===== src/pkg/csi_pkg.sv =====
`default_nettype none
package csi_pkg;

    // avalon slave geometry
    localparam int CSI_ADDR_W = 28;
    localparam int CSI_DATA_W = 32;

    // register byte addresses
    localparam logic [27:0] CSI_CTL0_ADDR = 28'hffffd00;
    localparam logic [27:0] CSI_CTL1_ADDR = 28'hffffd04;
    localparam logic [27:0] CSI_LEN_ADDR = 28'hffffd08;
    localparam logic [27:0] CSI_STAT_ADDR = 28'hffffd0c;
    localparam logic [27:0] CSI_RX_ADDR = 28'hffffd10;
    localparam logic [27:0] CSI_TX_ADDR = 28'hffffd14;
    localparam logic [27:0] CSI_RXL_ADDR = 28'hffffd18;
    localparam logic [27:0] CSI_TXL_ADDR = 28'hffffd1c;

    // serial_control_zero field positions
    localparam int CSI_PWR_BIT = 7;
    localparam int CSI_TXE_BIT = 6;
    localparam int CSI_RXE_BIT = 5;
    localparam int CSI_DIR_BIT = 4;
    localparam int CSI_TMS_BIT = 1;
    localparam int CSI_SCE_BIT = 0;

    // clock/phase control field positions
    localparam int CSI_CKS_LSB = 0;
    localparam int CSI_SLV_BIT = 3;
    localparam int CSI_DAP_BIT = 4;
    localparam int CSI_CKP_BIT = 5;

    // status field positions
    localparam int CSI_BUSY_BIT = 7;
    localparam int CSI_OVE_BIT = 0;

    // values after reset
    localparam logic [7:0] CSI_CTL0_RST = 8'h01;
    localparam logic [7:0] CSI_CTL1_RST = 8'h00;
    localparam logic [3:0] CSI_LEN_RST = 4'h0;
    localparam logic [15:0] CSI_BUF_RST = 16'h0000;

    // word length limits
    localparam logic [4:0] CSI_LEN_MIN = 5'h08;
    localparam logic [4:0] CSI_LEN_MAX = 5'h10;

    // clock selection: codes below this divide the main clock, this code and above use the baud tick
    localparam logic [2:0] CSI_CKS_BAUD = 3'h6;
    localparam logic [5:0] CSI_DIV_BASE = 6'h02;

    // rate reference: fastest link at the reference main clock
    localparam int CSI_CORE_CLK_MHZ = 200;
    localparam int CSI_REF_FXX_MHZ = 20;
    localparam int CSI_MAX_RATE_MBPS = 5;
    localparam int CSI_CYC_PER_BIT_MIN = CSI_REF_FXX_MHZ / CSI_MAX_RATE_MBPS;

endpackage
`default_nettype wire


===== src/pkg/csi_shift_if.sv =====
`default_nettype none
// carrier between the register side and the bit shifter
interface csi_shift_if;
    logic start;
    logic clr;
    logic [15:0] tx_word;
    logic [4:0] len;
    logic lsb_first;
    logic dap;
    logic lead;
    logic trail;
    logic sin;
    logic done;
    logic [15:0] rx_word;
    logic out_bit;

    modport ctl (
        output start, clr, tx_word, len, lsb_first, dap, lead, trail, sin,
        input done, rx_word, out_bit
    );
    modport sh (
        input start, clr, tx_word, len, lsb_first, dap, lead, trail, sin,
        output done, rx_word, out_bit
    );
endinterface
`default_nettype wire


===== src/design/csi_shifter.sv =====
`default_nettype none
module csi_shifter
    import csi_pkg::*;
(
    // clock and reset
    input wire logic i_core_clk,
    input wire logic i_rstn,
    // control side
    csi_shift_if.sh sh
);

    typedef struct packed {
        logic [15:0] tx;
        logic [15:0] rx;
        logic [4:0] cnt;
        logic out;
    } csi_sh_state_t;

    csi_sh_state_t s_reg;
    csi_sh_state_t s_next;

    // position of the n-th bit on the wire inside the buffer word
    function automatic logic [3:0] csi_bit_idx(input logic [4:0] cnt, input logic [4:0] len,
                                               input logic lsb);
        logic [4:0] msb_idx;
        msb_idx = len - 5'h01 - cnt;
        csi_bit_idx = lsb ? cnt[3:0] : msb_idx[3:0];
    endfunction

    ////////////////////////////////////////////////////////////////////////////
    // shift engine; rx starts at zero so unused high bits read back as zero
    always_comb begin
        s_next = s_reg;
        sh.done = 1'b0;
        if (sh.lead) begin
            if (sh.dap) begin
                s_next.out = s_reg.tx[csi_bit_idx(s_reg.cnt, sh.len, sh.lsb_first)];
            end else begin
                s_next.rx[csi_bit_idx(s_reg.cnt, sh.len, sh.lsb_first)] = sh.sin;
            end
        end
        if (sh.trail) begin
            if (sh.dap) begin
                s_next.rx[csi_bit_idx(s_reg.cnt, sh.len, sh.lsb_first)] = sh.sin;
            end
            s_next.cnt = s_reg.cnt + 5'h01;
            if (s_next.cnt == sh.len) begin
                sh.done = 1'b1;
            end else if (!sh.dap) begin
                s_next.out = s_reg.tx[csi_bit_idx(s_next.cnt, sh.len, sh.lsb_first)];
            end
        end
        // word handed over before a chained reload clears it, last bit included
        sh.rx_word = s_next.rx;
        // done must not depend on start, which the control side derives from done
        if (sh.clr) begin
            s_next = '0;
        end else if (sh.start) begin
            s_next.tx = sh.tx_word;
            s_next.rx = '0;
            s_next.cnt = '0;
            // late phase drives on the first edge, early phase before it
            s_next.out = sh.dap ? 1'b0 : sh.tx_word[csi_bit_idx(5'h00, sh.len, sh.lsb_first)];
        end
    end

    assign sh.out_bit = s_reg.out;

    always_ff @(posedge i_core_clk or negedge i_rstn) begin
        if (!i_rstn) begin
            s_reg <= '0;
        end else begin
            s_reg <= s_next;
        end
    end

endmodule // csi_shifter
`default_nettype wire


===== src/design/csi_top.sv =====
`default_nettype none
// Function
// - master drives serial clock, slave takes it from the link, chosen by a control bit.
// - word length programmable from 8 to 16 bits in one-bit steps.
// - serial clock idle level and data sampling phase are both selectable.
// - fastest setting gives 5 Mbps from a 20 MHz main clock.
// - shift clock from main clock divided 2..64 or from baud generator tick.
// - receive buffer 16 bits read-only, zero after reset and after power-off.
// - reading receive buffer with reception enabled and transmission disabled starts a receive transfer.
// - transmit buffer 16 bits read/write, zero at reset; write starts a transmit.
// - low bytes of both buffers also readable through separate byte aliases.
// - transmit and duplex start on buffer write; receive-only starts on buffer read.
// - control zero resets to 01h with power, enables, order, mode, trigger fields.
// - power bit low disables the port, resets internals and clears status.
// - serial data output held low while transmit is disabled.
// - with reception disabled, no buffer update, and no receive-complete interrupt in continuous mode.
// - bit order zero shifts MSB first, one shifts LSB first.
// - transfer mode zero is single, one is continuous.
// - single mode raises receive-complete per transfer, never transmit-ready.
// - single mode ignores start attempts while busy.
// - continuous mode chains a write made during a transfer into the next.
// - continuous receive-only restarts itself after each completion while the trigger bit is one.
// - late read in continuous receive-only sets the overrun flag.
// - start trigger bit zero blocks read-started receptions.
// - busy flag clears on the last clock edge of a transfer.
// - length code 0..7 gives 8..15 bits, top bit set gives 16.
// - overrun flag cleared by writing zero, never set by writing one.
// - receive-complete fires on data into the buffer and on overrun.
module csi_top
    import csi_pkg::*;
(
    // clock and reset
    input wire logic i_core_clk,
    input wire logic i_rstn,
    // avalon-mm slave
    input wire logic [CSI_ADDR_W-1:0] i_address,
    input wire logic i_read,
    input wire logic i_write,
    input wire logic [CSI_DATA_W-1:0] i_writedata,
    input wire logic [3:0] i_byteenable,
    output logic [CSI_DATA_W-1:0] o_readdata,
    output logic o_waitrequest,
    // serial link
    input wire logic i_serial_clock_pin,
    output logic o_serial_clock_pin,
    output logic o_serial_clock_oe,
    input wire logic i_serial_in_pin,
    output logic o_serial_out_pin,
    // clock source
    input wire logic i_baud_gen_clock,
    // interrupt requests
    output logic o_rx_complete_irq,
    output logic o_tx_ready_irq
);

    typedef struct packed {
        // serial_control_zero
        logic pwr;
        logic txe;
        logic rxe;
        logic lsb;
        logic tms;
        logic sce;
        // clock and phase control
        logic [2:0] cks;
        logic slave;
        logic dap;
        logic ckp;
        // length_control
        logic [3:0] len_code;
        // serial_status
        logic busy;
        logic ove;
        // data buffers
        logic [15:0] rx_buf;
        logic rx_full;
        logic [15:0] tx_buf;
        logic tx_pend;
        // link side
        logic [5:0] div_cnt;
        logic sck;
        logic sck_oe;
        logic sck_prev;
        logic sout;
        logic rx_irq;
        logic tx_irq;
        // bus side
        logic waitreq;
        logic [31:0] rdata;
    } csi_state_t;

    csi_state_t s_reg;
    csi_state_t s_next;

    csi_shift_if sh_if ();

    logic start_c;
    logic lead_c;
    logic trail_c;

    ////////////////////////////////////////////////////////////////////////////
    // helpers

    // length code to bit count; any code with the top bit set means 16
    function automatic logic [4:0] csi_len(input logic [3:0] code);
        csi_len = code[3] ? CSI_LEN_MAX : CSI_LEN_MIN + {2'b00, code[2:0]};
    endfunction

    // one communication clock tick: divided main clock or baud generator
    function automatic logic csi_tick(input logic [5:0] cnt, input logic [2:0] cks,
                                      input logic bg);
        logic [5:0] div;
        div = CSI_DIV_BASE << cks;
        if (cks >= CSI_CKS_BAUD) begin
            csi_tick = bg;
        end else begin
            csi_tick = (cnt == div - 6'h01);
        end
    endfunction

    // register read view
    function automatic logic [31:0] csi_rd(input csi_state_t s, input logic [27:0] a);
        logic [7:0] b;
        b = 8'h00;
        csi_rd = 32'h0000_0000;
        if (a == CSI_CTL0_ADDR) begin
            b[CSI_PWR_BIT] = s.pwr;
            b[CSI_TXE_BIT] = s.txe;
            b[CSI_RXE_BIT] = s.rxe;
            b[CSI_DIR_BIT] = s.lsb;
            b[CSI_TMS_BIT] = s.tms;
            b[CSI_SCE_BIT] = s.sce;
            csi_rd = {24'h000000, b};
        end else if (a == CSI_CTL1_ADDR) begin
            b[CSI_CKS_LSB +: 3] = s.cks;
            b[CSI_SLV_BIT] = s.slave;
            b[CSI_DAP_BIT] = s.dap;
            b[CSI_CKP_BIT] = s.ckp;
            csi_rd = {24'h000000, b};
        end else if (a == CSI_LEN_ADDR) begin
            csi_rd = {28'h0000000, s.len_code};
        end else if (a == CSI_STAT_ADDR) begin
            b[CSI_BUSY_BIT] = s.busy;
            b[CSI_OVE_BIT] = s.ove;
            csi_rd = {24'h000000, b};
        end else if (a == CSI_RX_ADDR) begin
            csi_rd = {16'h0000, s.rx_buf};
        end else if (a == CSI_TX_ADDR) begin
            csi_rd = {16'h0000, s.tx_buf};
        end else if (a == CSI_RXL_ADDR) begin
            csi_rd = {24'h000000, s.rx_buf[7:0]};
        end else if (a == CSI_TXL_ADDR) begin
            csi_rd = {24'h000000, s.tx_buf[7:0]};
        end
    endfunction

    ////////////////////////////////////////////////////////////////////////////
    // next-state logic
    always_comb begin
        logic rd_acc;
        logic wr_acc;
        logic rx_read;
        logic tx_wr;
        logic tick;
        logic slv_edge;
        logic [7:0] d;
        rd_acc = i_read & ~s_reg.waitreq;
        wr_acc = i_write & ~s_reg.waitreq;
        rx_read = rd_acc & ((i_address == CSI_RX_ADDR) | (i_address == CSI_RXL_ADDR));
        tx_wr = 1'b0;
        d = i_writedata[7:0];
        tick = csi_tick(s_reg.div_cnt, s_reg.cks, i_baud_gen_clock);
        slv_edge = s_reg.busy & s_reg.slave & (i_serial_clock_pin != s_reg.sck_prev);
        s_next = s_reg;
        start_c = 1'b0;
        s_next.rx_irq = 1'b0;
        s_next.tx_irq = 1'b0;

        // bus: one wait cycle per request; data latched while waitrequest is high
        s_next.waitreq = ~((i_read | i_write) & s_reg.waitreq);
        if ((i_read | i_write) & s_reg.waitreq) begin
            s_next.rdata = csi_rd(s_reg, i_address);
        end

        // register writes
        if (wr_acc & i_byteenable[0]) begin
            if (i_address == CSI_CTL0_ADDR) begin
                s_next.pwr = d[CSI_PWR_BIT];
                s_next.sce = d[CSI_SCE_BIT];
                // mode fields locked while powered, settable in the power-up write
                if (!s_reg.pwr) begin
                    s_next.txe = d[CSI_TXE_BIT];
                    s_next.rxe = d[CSI_RXE_BIT];
                    s_next.lsb = d[CSI_DIR_BIT];
                    s_next.tms = d[CSI_TMS_BIT];
                end
            end else if (i_address == CSI_CTL1_ADDR && !s_reg.pwr) begin
                s_next.cks = d[CSI_CKS_LSB +: 3];
                s_next.slave = d[CSI_SLV_BIT];
                s_next.dap = d[CSI_DAP_BIT];
                s_next.ckp = d[CSI_CKP_BIT];
            end else if (i_address == CSI_LEN_ADDR && !(s_reg.pwr & (s_reg.txe | s_reg.rxe))) begin
                s_next.len_code = d[3:0];
            end else if (i_address == CSI_STAT_ADDR && !d[CSI_OVE_BIT]) begin
                s_next.ove = 1'b0;
            end
        end

        // transmit buffer write; ignored as a whole in single mode while busy
        if (wr_acc && i_address == CSI_TX_ADDR && |i_byteenable[1:0]
            && !(!s_reg.tms && s_reg.busy)) begin
            if (i_byteenable[0]) begin
                s_next.tx_buf[7:0] = i_writedata[7:0];
            end
            if (i_byteenable[1]) begin
                s_next.tx_buf[15:8] = i_writedata[15:8];
            end
            tx_wr = 1'b1;
        end

        // a read of the buffer frees it for the next word
        if (rx_read) begin
            s_next.rx_full = 1'b0;
        end

        // start conditions
        if (s_reg.pwr && !s_reg.busy) begin
            if (tx_wr && s_reg.txe) begin
                start_c = 1'b1;
            end else if (rx_read && s_reg.rxe && !s_reg.txe && s_reg.sce) begin
                start_c = 1'b1;
            end
        end else if (s_reg.pwr && tx_wr && s_reg.txe && s_reg.tms) begin
            s_next.tx_pend = 1'b1;
        end

        // shift clock source
        s_next.sck_prev = i_serial_clock_pin;
        if (s_reg.slave) begin
            lead_c = slv_edge & (i_serial_clock_pin != s_reg.ckp);
            trail_c = slv_edge & (i_serial_clock_pin == s_reg.ckp);
        end else begin
            lead_c = s_reg.busy & tick & (s_reg.sck == s_reg.ckp);
            trail_c = s_reg.busy & tick & (s_reg.sck != s_reg.ckp);
        end

        // master clock generation; idles at the selected level between words
        if (s_reg.busy && !s_reg.slave) begin
            s_next.div_cnt = tick ? 6'h00 : s_reg.div_cnt + 6'h01;
            if (tick) begin
                s_next.sck = ~s_reg.sck;
            end
        end else begin
            s_next.div_cnt = 6'h00;
            s_next.sck = s_reg.ckp;
        end

        // end of a word, taken on its final clock edge
        if (sh_if.done) begin
            s_next.busy = 1'b0;
            if (s_reg.rxe) begin
                s_next.rx_buf = sh_if.rx_word;
                s_next.rx_full = 1'b1;
                if (s_reg.rx_full && !rx_read) begin
                    s_next.ove = 1'b1;
                end
            end
            // single mode reports every completion; otherwise only receptions
            s_next.rx_irq = s_reg.rxe | ~s_reg.tms;
            if (s_reg.tms) begin
                if (s_reg.txe && s_reg.tx_pend) begin
                    start_c = 1'b1;
                end else if (!s_reg.txe && s_reg.rxe && s_reg.sce) begin
                    start_c = 1'b1;
                end
            end
        end

        // loading the shifter; in continuous transmit the buffer is free again
        if (start_c) begin
            s_next.busy = 1'b1;
            s_next.tx_pend = 1'b0;
            s_next.div_cnt = 6'h00;
            s_next.sck = s_reg.ckp;
            s_next.tx_irq = s_reg.tms & s_reg.txe;
        end

        // power off: abort, clock stopped, status and receive buffer cleared
        if (!s_next.pwr) begin
            start_c = 1'b0;
            s_next.busy = 1'b0;
            s_next.ove = 1'b0;
            s_next.rx_buf = CSI_BUF_RST;
            s_next.rx_full = 1'b0;
            s_next.tx_pend = 1'b0;
            s_next.sck = s_next.ckp;
            s_next.rx_irq = 1'b0;
            s_next.tx_irq = 1'b0;
        end

        // pins; data line low unless transmitting is enabled
        s_next.sout = s_reg.pwr & s_reg.txe & sh_if.out_bit;
        s_next.sck_oe = s_next.pwr & ~s_next.slave;
    end

    ////////////////////////////////////////////////////////////////////////////
    // shifter hookup
    assign sh_if.start = start_c;
    assign sh_if.clr = ~s_reg.pwr;
    assign sh_if.tx_word = s_next.tx_buf;
    assign sh_if.len = csi_len(s_reg.len_code);
    assign sh_if.lsb_first = s_reg.lsb;
    assign sh_if.dap = s_reg.dap;
    assign sh_if.lead = lead_c;
    assign sh_if.trail = trail_c;
    assign sh_if.sin = i_serial_in_pin;

    csi_shifter u_shifter (
        .i_core_clk (i_core_clk),
        .i_rstn (i_rstn),
        .sh (sh_if.sh)
    );

    ////////////////////////////////////////////////////////////////////////////
    // state register
    always_ff @(posedge i_core_clk or negedge i_rstn) begin
        if (!i_rstn) begin
            s_reg <= '0;
            s_reg.sce <= CSI_CTL0_RST[CSI_SCE_BIT];
            s_reg.pwr <= CSI_CTL0_RST[CSI_PWR_BIT];
            s_reg.cks <= CSI_CTL1_RST[2:0];
            s_reg.len_code <= CSI_LEN_RST;
            s_reg.rx_buf <= CSI_BUF_RST;
            s_reg.tx_buf <= CSI_BUF_RST;
            s_reg.waitreq <= 1'b1;
        end else begin
            s_reg <= s_next;
        end
    end

    // outputs straight from the state register
    assign o_readdata = s_reg.rdata;
    assign o_waitrequest = s_reg.waitreq;
    assign o_serial_clock_pin = s_reg.sck;
    assign o_serial_clock_oe = s_reg.sck_oe;
    assign o_serial_out_pin = s_reg.sout;
    assign o_rx_complete_irq = s_reg.rx_irq;
    assign o_tx_ready_irq = s_reg.tx_irq;

endmodule // csi_top
`default_nettype wire


===== config.mk =====
export PLATFORM = sky130hd
export DESIGN_NAME = csi_top
export DESIGN_NICKNAME = d
export VERILOG_FILES = /design/src/pkg/csi_pkg.sv /design/src/pkg/csi_shift_if.sv /design/src/design/csi_shifter.sv /design/src/design/csi_top.sv
export SDC_FILE = /design/constraint.sdc
export NUM_CORES = 1
export LEC_CHECK = 0
export BUFFER_PORTS_ARGS = -buffer_cell sky130_fd_sc_hd__buf_4
export CORE_AREA = 2 2 136 138
export CTS_BUF_LIST = sky130_fd_sc_hd__clkbuf_16
export DETAILED_ROUTE_END_ITERATION = 10
export DIE_AREA = 0 0 138 140
export GPL_TIMING_DRIVEN = 0
export PLACE_DENSITY = 0.64
export SLEW_MARGIN = 15
export SYNTH_ARGS = -nofsm -noshare
export SYNTH_HDL_FRONTEND = slang
export SYNTH_SLANG_ARGS = --single-unit

===== constraint.sdc =====
create_clock -name i_core_clk -period 3.6 [get_ports i_core_clk]
set_clock_uncertainty 0.05 [all_clocks]
set_input_delay 0.36 -clock i_core_clk [delete_from_list [all_inputs] [get_ports i_core_clk]]
set_output_delay 0.36 -clock i_core_clk [all_outputs]
set_load 0.05 [all_outputs]

Word-level counts from Yosys, hierarchy flattened
Cells that the tools add are included.
{"block": "word_totals", "reg_bits": 135, "in_bits": 71, "out_inout_bits": 38}
{"block": "op_classes", "add_sub_neg": 7, "n_lt_le_gt_ge": 5, "n_eq_ne": 23, "n_shift": 1, "muxes": 79, "bitwise_logic": 29, "reduce_logical": 37}
{"op": "equality test 28 bit, second input constant", "n": 8}
{"op": "2-to-1 mux 32 bit", "n": 7}
{"op": "2-to-1 mux 16 bit", "n": 5}
{"op": "2-to-1 mux 38 bit", "n": 2}
{"op": "2-to-1 mux 1 bit", "n": 38}
{"op": "2-to-1 mux 19 bit", "n": 2}
{"op": "bitwise mux 16 bit", "n": 2}
{"op": "2-to-1 mux 8 bit", "n": 4}
{"op": "2-to-1 mux 4 bit", "n": 6}
{"op": "2-to-1 mux 22 bit", "n": 1}
{"op": "logical AND 1 bit", "n": 21}
{"op": "2-to-1 mux 18 bit", "n": 1}
{"op": "2-to-1 mux 6 bit", "n": 3}
{"op": "bitwise AND 1 bit", "n": 17}
{"op": "less-than comparator 4 x 5 -> 1 bit, second input constant", "n": 3}
{"op": "binary-select mux 1 bit (select 4 bit)", "n": 3}
{"op": "2-to-1 mux 10 bit", "n": 1}
{"op": "logical NOT 1 bit", "n": 9}
{"op": "!= test 3 x 1 -> 1 bit, second input constant", "n": 3}
{"op": "NOT 1 bit", "n": 8}
{"op": "subtractor 4 bit", "n": 2}
{"op": "2-to-1 mux 7 bit", "n": 1}
{"op": "adder 6 x 1 -> 6 bit, second input constant", "n": 1}
{"op": "equality test 6 bit", "n": 1}
{"op": "22 further kinds", "n": 32}

Depth between registers and ports, before layout
Gate-level depths: netlist (run 1).
{"block": "logic_depth", "ltp_word": 19, "ltp_mapped": 14, "depth_no_buf": 12}

By module
A second synthesis (run 1) with hierarchy kept.
{"block": "hier_totals", "cells_unflattened": 698, "hier_area_um2": 7019.2}
{"mod": "csi_top", "n_inst": 1, "cells_per_inst": 404, "area_each_um2": 4169.0}
{"mod": "csi_shifter", "n_inst": 1, "cells_per_inst": 294, "area_each_um2": 2850.2}

Least setup slack after synthesis (run 1)
Ideal clock, no wire load.
{"block": "synth_timing", "kind": "register -> register", "start": "register s_reg[81] in the netlist's numbering", "end": "register s_reg[64] in the netlist's numbering", "arrival_ns": 3.009, "required_time_ns": 3.414, "setup_slack_ns": 0.405, "stages_incl_launch_ff": 15, "path_buffers": 2, "synth_period_minus_slack_ns": 3.195, "cell_sequence": "dfrtp_1 clkbuf_1 nor2_1 xnor2_1 nand2b_1 ha_1 a21o_1 a31oi_1 mux2i_1 xor2_1 clkbuf_1 nand4_1 nor2_1 mux2i_1 a21oi_1"}
{"block": "synth_between", "elab_chain_cells": 18}
{"item": "start: declaration", "line": "csi_top.sv:92", "source": "csi_state_t s_reg;"}
{"item": "start signal: assignment", "line": "csi_top.sv:337", "source": "s_reg <= s_next;"}
{"item": "adder 4 x 3 -> 5 bit (*)", "line": "csi_top.sv:106", "source": "csi_len = code[3] ? CSI_LEN_MAX : CSI_LEN_MIN + {2'b00, code[2:0]};"}
{"item": "2-to-1 mux 5 bit (*)", "line": "csi_top.sv:106"}
{"item": "subtractor 4 x 1 -> 4 bit", "line": "csi_shifter.sv:26", "source": "msb_idx = len - 5'h01 - cnt;"}
{"item": "subtractor 4 bit", "line": "csi_shifter.sv:26"}
{"item": "2-to-1 mux 4 bit", "line": "csi_shifter.sv:27", "source": "csi_bit_idx = lsb ? cnt[3:0] : msb_idx[3:0];"}
{"item": "less-than comparator 4 x 5 -> 1 bit (implied by the code) / greater-or-equal comparator 4 x 1 -> 1 bit (equally long branches)", "line": "csi_shifter.sv:39, csi_shifter.sv:44"}
{"item": "logical AND 1 bit (implied by the code)", "line": "csi_shifter.sv:39, csi_shifter.sv:44"}
{"item": "2-to-1 mux 1 bit (implied by the code)", "line": "csi_shifter.sv:39, csi_shifter.sv:44"}
{"item": "[... 2 more ...]"}
{"item": "2-to-1 mux 16 bit", "line": "csi_shifter.sv:36", "source": "if (sh.dap) begin"}
{"item": "2-to-1 mux 16 bit", "line": "csi_shifter.sv:35", "source": "if (sh.lead) begin"}
{"item": "bitwise mux 16 bit", "line": "csi_shifter.sv:44", "source": "s_next.rx[csi_bit_idx(s_reg.cnt, sh.len, sh.lsb_first)] = sh.sin;"}
{"item": "2-to-1 mux 16 bit", "line": "csi_shifter.sv:43", "source": "if (sh.dap) begin"}
{"item": "2-to-1 mux 22 bit", "line": "csi_shifter.sv:42", "source": "if (sh.trail) begin"}
{"item": "2-to-1 mux 18 bit", "line": "csi_top.sv:261", "source": "if (s_reg.rxe) begin"}
{"item": "2-to-1 mux 19 bit", "line": "csi_top.sv:259", "source": "if (sh_if.done) begin"}
{"item": "2-to-1 mux 19 bit", "line": "csi_top.sv:289", "source": "if (!s_next.pwr) begin"}
Mark *: on every way between the ends. The rest lies on a longest branch, timed or not. The select of a mux whose other input is x is not followed.
A chain may end at the register's enable or synchronous reset.

Worst setup path after layout (run 1)
Same ends and word-level chain as after synthesis.

==> metrics.txt, run 1 <==
cell accounting for the most synthesized area=dfrtp_1; most common cell after layout, fill and taps aside=dfrtp_1; Power Density=351 nW/um^2; RePlAce Congestion=0.969; initial antenna violation count=0; f_max=289 MHz; CP endpoint kind=flop; vias in the first global route=5,862; area taken by multi-input logic gates=3660 um^2; Hold Path Origin=i_serial_clock_pin; Initial Util=39.2%; Register Area=2980 um^2; synthesized instance count=732; Synth Cell Area=6970 um^2; DRT iter0 DRCs=553; worst slew pin tran=1.17 ns; Worst setup SP type=flop; final net count=925; reg-to-reg startpoint=s_reg[81]$_DFFE_PN0P_; critical path arrival=3.69 ns; post-synth top area share=42.0%; Via Count=6,033; Fin. Hold Viols=0; die area=19,300 um^2; synthesized flop and latch total=119; Worst R2R Path Depth=14; Max Cap Violations=0; CTS buffer count=17; DP Cell Count=1,051; row cnt=49; Crit Path Max Fanout=10; Slowest-stage cell, CP=xor2_2; Hold Path Sink=s_reg[36]$_DFF_PN0_; outcome=completed; wire length per cell=18.3 um; post-synthesis sequential area ratio=42.8%; worst slack at placement=-0.429 ns; grt ovf=0; Num Clock Sinks=119; CTS root buffer=clkbuf_16; Post-route DRC=0; maximum vdd drop=0.376 mV; cell leakage power=3.70 nW; Final setup viols=0; most frequent cells in the layout=dfrtp_1 (117), buf_4 (109), nand2_1 (62); CTS tree=done; Tcrit/Tclk final=96.1%; post-route minimum period=3.46 ns; Crit Path Category=reg -> reg; met1 usage=28.2%; Async SR Flop Fraction=100%; dpl hpwl=14,700 um; crit-path max cell delay=0.41 ns; Die W=138 um; fin cells=1,086; final WL=19,800 um; I/O Buffers=74; reg2reg setup slack=0.14 ns; number of vias per cell=5.56; number of flops mapped to enable cells by yosys=0; first-pass GRT wire length=31,400 um; Data required, critical path=3.83 ns; hold path cells=1; Final Slew Violations=0; CTS max path bufs=2; Cell Chain, Critical Path=buf_2, nor2_2, xnor2_1, nand2b_1, ha_1, a21o_1, a31oi_1, mux2i_1, xor2_2, clkbuf_8, nand4_1, nor2_2, mux2i_1, a21oi_1; Synth cell types=69; max reg flops=57; RSZ-0062 raised after global routing=false; r2r endpoint=s_reg[64]$_DFFE_PN0P_; number of buffers and inverters on the critical path=2; DRT Pass-1 Iters=5; ranking of synthesized cells by area=dfrtp_1 (42%), mux2_2 (6.1%), mux2i_1 (4.9%), o21ai_0 (4.2%), a21oi_1 (3.5%); Main synth FF type=dfrtp_1; post-route ant nets=0; ANT cells=0; CTS H-tree lvls=4; core area=17,800 um^2; Slew headroom=21.4%; Die Span Y=140 um; Syn. warnings=0; share of layout cells above drive strength 1=25.0%; Post-Route Setup TNS=0 ns; M2 GR Usage=32.0%; Reg clk slew, reported paths=0.05 ns; GR Util met3=5.06%; grt peak-use layer=met2; largest net degree at the start of global routing=63; area delta synth->final=22.4%; Mapped Avg Cell Area=9.52 um^2; Largest delay share family, worst path=multiplexers; HP Class=in -> reg; # fillers=1,691; final setup margin=0.141 ns; clk_lat worst skew=0.42 ns; IO Pins=109; gr usage total=20.7%
[logic make-up (layout without fill, tap and decap cells)]
| kind of cell | Yosys count | after routing | share of synthesized area (%) |
|---|---|---|---|
| buffers and inverters | 90 | 200 | 6.64 |
| adder cells (fa/ha/maj) | 8 | 8 | 1.65 |
| AND/OR/NAND/NOR | 235 | 235 | 17.5 |
| AO/OA/AOI/OAI | 180 | 180 | 16.2 |
| other | 1 | 16 | 0.0538 |
| flip-flops | 119 | 119 | 42.8 |
| multiplexers | 76 | 76 | 12.3 |
| XOR/XNOR | 23 | 23 | 2.89 |
[per-layer routing]
metal	routed length (um)	up-vias
li1	-	2843
met1	8880	2923
met2	9100	233
met3	1360	34
met4	498	0
met5	0	-
[cells in the mapped netlist, types with 15 or more instances]
master	n
buf_4	32
nor2_1	58
dfrtp_1	117
mux2i_1	34
clkbuf_1	34
a21oi_1	49
mux2_2	38
xnor2_1	17
o21ai_0	59
inv_1	15
nand3_1	20
nand2_1	62
[layout make-up]
cell class,count,area share [%]
clock buffer,17,4.99
tap,229,3.36
multi-input combinational,538,42.9
inverter,15,0.660
sequential,119,34.9
buffer,74,4.93
timing repair buffer,81,7.44
clock inverter,13,0.807
[worst max path at each step]
stage	start	to	slack [ns]	cells past startpoint
global route	u_shifter.s_reg[1]$_DFFE_PN0P_	s_reg[76]$_DFFE_PN0P_	0.004	10
finish	s_reg[81]$_DFFE_PN0P_	s_reg[64]$_DFFE_PN0P_	0.14	14
CTS	s_reg[81]$_DFFE_PN0P_	s_reg[70]$_DFFE_PN0P_	-0.01	12
floorplan	s_reg[81]$_DFFE_PN0P_	s_reg[64]$_DFFE_PN0P_	0.40	14
detailed placement	s_reg[81]$_DFFE_PN0P_	s_reg[64]$_DFFE_PN0P_	-0.43	14
global placement	s_reg[81]$_DFFE_PN0P_	s_reg[64]$_DFFE_PN0P_	-0.39	14
[power by group]
group | total (W) | leakage, nW | internal (W) | switching, W
Combinational | 0.000194 | 1.82 | 0.0000685 | 0.000126
Sequential | 0.00134 | 1.64 | 0.00134 | 0.00000257
Clock | 0.00145 | 0.246 | 0.000849 | 0.000603
[repair_timing]
item / CTS / global route
hold buffers: 1 / 0
buffers inserted: 2 / 2
endpoints found under the hold margin: 55 / 0
setup endpoints to repair: 35 / 48
gates resized for setup: 9 / 17
cloned: 0 / 1
[metrics by stage]
stage / total power [W] / area (um^2) / util, % / hold slack, ns
5_1_grt: 0.00309 / 8530 / 48.0 / 0.0196
4_1_cts: 0.00301 / 8450 / 47.5 / 0.0217
3_5_place_dp: 0.00156 / 7900 / 44.4 / 0.329
6_report: 0.00299 / 8530 / 48.0 / 0.0300
3_3_place_gp: 0.00156 / 7870 / 44.3 / 0.418
2_1_floorplan: 0.00146 / 7030 / - / 0.0144
No activity file was read; power rests on OpenSTA's default activity.
==> inputs of run 2 (changes only) <==
--- a/config.mk
+++ b/config.mk
@@ -6,10 +6,10 @@
 export NUM_CORES = 1
 export LEC_CHECK = 0
 export BUFFER_PORTS_ARGS = -buffer_cell sky130_fd_sc_hd__buf_4
-export CORE_AREA = 2 2 136 138
+export CORE_AREA = 5 5 139 141
 export CTS_BUF_LIST = sky130_fd_sc_hd__clkbuf_16
 export DETAILED_ROUTE_END_ITERATION = 10
-export DIE_AREA = 0 0 138 140
+export DIE_AREA = 0 0 144 146
 export GPL_TIMING_DRIVEN = 0
 export PLACE_DENSITY = 0.64
 export SLEW_MARGIN = 15
==> metrics.txt, run 2 (synthesized netlist as in run 1, its figures left out) <==
outcome=completed; area delta synth->final=23.2%; initial antenna violation count=0 (unchanged); crit path launch=s_reg[81]$_DFFE_PN0P_; fin cells=1,086 (unchanged); Power Density=364 nW/um^2 (+3.9%); largest net degree at the start of global routing=81 (+29%); max reg flops=57 (unchanged); CTS buffer count=17 (unchanged); I/O Buffers=74 (unchanged); Max Cap Violations=0 (unchanged); reg2reg setup slack=0.15 ns (about the same); IO Pins=109 (unchanged); critical path arrival=3.68 ns (about the same); Initial Util=39.1% (-0.13 points); most frequent cells in the layout=dfrtp_1 (117), buf_4 (109), nand2_1 (62); Slew headroom=40.8% (+19 points); final WL=20,200 um (+1.9%); Fin. Hold Viols=0 (unchanged); maximum vdd drop=0.368 mV (-2.2%); Sw Pwr=0.000725 W (-0.88%); CTS root buffer=clkbuf_16; clk_lat worst skew=0.42 ns (about the same); Int Pwr=0.00240 W (+6.3%); clock share of power=50.8% (+2.3 points); Post-route DRC=0 (unchanged); DP Cell Count=1,051 (unchanged); Reg clk slew, reported paths=0.06 ns (about the same); Post-Route Setup TNS=0 ns (unchanged); final net count=925 (unchanged); Worst R2R Path Depth=12 (-2); Die Span Y=146 um (+4.3%); ANT cells=0 (unchanged); CTS max path bufs=2 (unchanged); r2r endpoint=u_shifter.sh.out_bit$_DFF_PN0_; core area=17,800 um^2 (+0.34%); die area=21,000 um^2 (+8.8%); gr usage total=19.1% (-1.6 points); DRT Pass-1 Iters=5 (unchanged); Sw Share=23.2% (-1.3 points); share of layout cells above drive strength 1=25.1% (+0.12 points); row cnt=49 (unchanged); CTS tree=done; first-pass GRT wire length=31,600 um (+0.39%); most common cell after layout, fill and taps aside=dfrtp_1; Worst setup SP type=flop; f_max=290 MHz (+0.15%); grt ovf=0 (unchanged); Final Slew Violations=0 (unchanged); Data required, critical path=3.83 ns (about the same); CP endpoint kind=flop; reg-to-reg startpoint=s_reg[81]$_DFFE_PN0P_; vias in the first global route=5,817 (-0.77%); post-route ant nets=0 (unchanged); worst slew pin tran=0.882 ns (-0.288 ns); post-route minimum period=3.45 ns (-0.00531 ns); wire length per cell=18.6 um (+1.9%); Via Count=6,111 (+1.3%); cell leakage power=3.72 nW (+0.40%); Tot Pwr=0.00313 W (+4.6%); Die W=144 um (+4.3%); number of vias per cell=5.63 (+1.3%); RePlAce Congestion=0.943 (-2.7%); Combinational Power Share=6.2% (-0.3 points); CTS H-tree lvls=4 (unchanged); Final setup viols=0 (unchanged); dpl hpwl=14,900 um (+1.6%); DRT iter0 DRCs=453 (-18%); Tcrit/Tclk final=95.9% (-0.15 points); Num Clock Sinks=119 (unchanged); Crit Path Max Fanout=10 (unchanged); Seq pwr share=43.0% (-2.0 points); CP endpoint=u_shifter.sh.out_bit$_DFF_PN0_; HP Class=in -> reg; Crit Path Category=reg -> reg
[run 2: power by group through the flow]
stage | combinational [W] | sequential, W | clock (W)
2_1_floorplan | 0.0000850 | 0.00137 | 0
3_3_place_gp | 0.000189 | 0.00137 | 0
3_5_place_dp | 0.000195 | 0.00137 | 0
4_1_cts | 0.000196 | 0.00134 | 0.00161
5_1_grt | 0.000211 | 0.00134 | 0.00168
6_report | 0.000195 | 0.00134 | 0.00159
[run 2: how the worst min path moves through the flow]
stage                         startpoint                         to  depth (start not counted)
4_1_cts               i_serial_clock_pin        s_reg[36]$_DFF_PN0_                          1
6_report              i_serial_clock_pin        s_reg[36]$_DFF_PN0_                          1
5_1_grt               i_serial_clock_pin        s_reg[36]$_DFF_PN0_                          1
3_3_place_gp   o_readdata[0]$_DFFE_PN0P_  o_readdata[0]$_DFFE_PN0P_                          2
3_5_place_dp                      i_rstn        s_reg[43]$_DFF_PN0_                          1
2_1_floorplan                     i_rstn  o_readdata[0]$_DFFE_PN0P_                          0
[run 2: worst max-delay path, cell delays in order (launching register included)]
cell and delay, ns:
dfrtp_1 0.37, buf_2 0.20, xor2_1 0.16, nand2b_1 0.23, inv_1 0.19, fa_1 0.51, mux2i_1 0.43, nand2_1 0.32
a211o_1 0.36, nand4b_1 0.12, a21o_1 0.13, o2bb2ai_1 0.13, o32ai_2 0.11
[run 2: layer usage]
metal | track usage [%] | vias up | share of wire [%]
met5 | 0 | - | 0
met4 | 4.76 | 0 | 1.8
met3 | 4.37 | 33 | 7.5
met2 | 30.0 | 245 | 47
met1 | 26.7 | 2993 | 44
li1 | - | 2840 | -
[run 2: what timing repair did]
item / 4_1_cts / 5_1_grt
setup endpoints to repair: 33 / 48
hold endpoints to repair: 37 / 0
setup buffers: 2 / 2
resized for setup: 7 / 22
hold buffers: 1 / 0
gates cloned: 0 / 1
pin swaps: 0 / 1
[run 2: area by class of cell]
| type | instances | area [um^2] |
|---|---|---|
| fill | 1729 | 9260 |
| multi-input combinational | 538 | 3670 |
| sequential | 119 | 2980 |
| timing repair buffer | 81 | 632 |
| clock buffer | 17 | 425 |
| buffer | 74 | 418 |
| tap | 229 | 287 |
| clock inverter | 13 | 118 |
| inverter | 15 | 56.3 |
[run 2: stage by stage]
step                area (um^2)  hold WS [ns]  utilization [%]  setup slack, ns
CTS                        8490        0.0371             47.6          -0.0212
global placement           7870         0.414             44.1           -0.371
detailed placement         7910         0.256             44.3           -0.387
floorplan                  7030        0.0144                -            0.405
finish                     8580        0.0457             48.1            0.146
global route               8580        0.0312             48.1         -0.00402
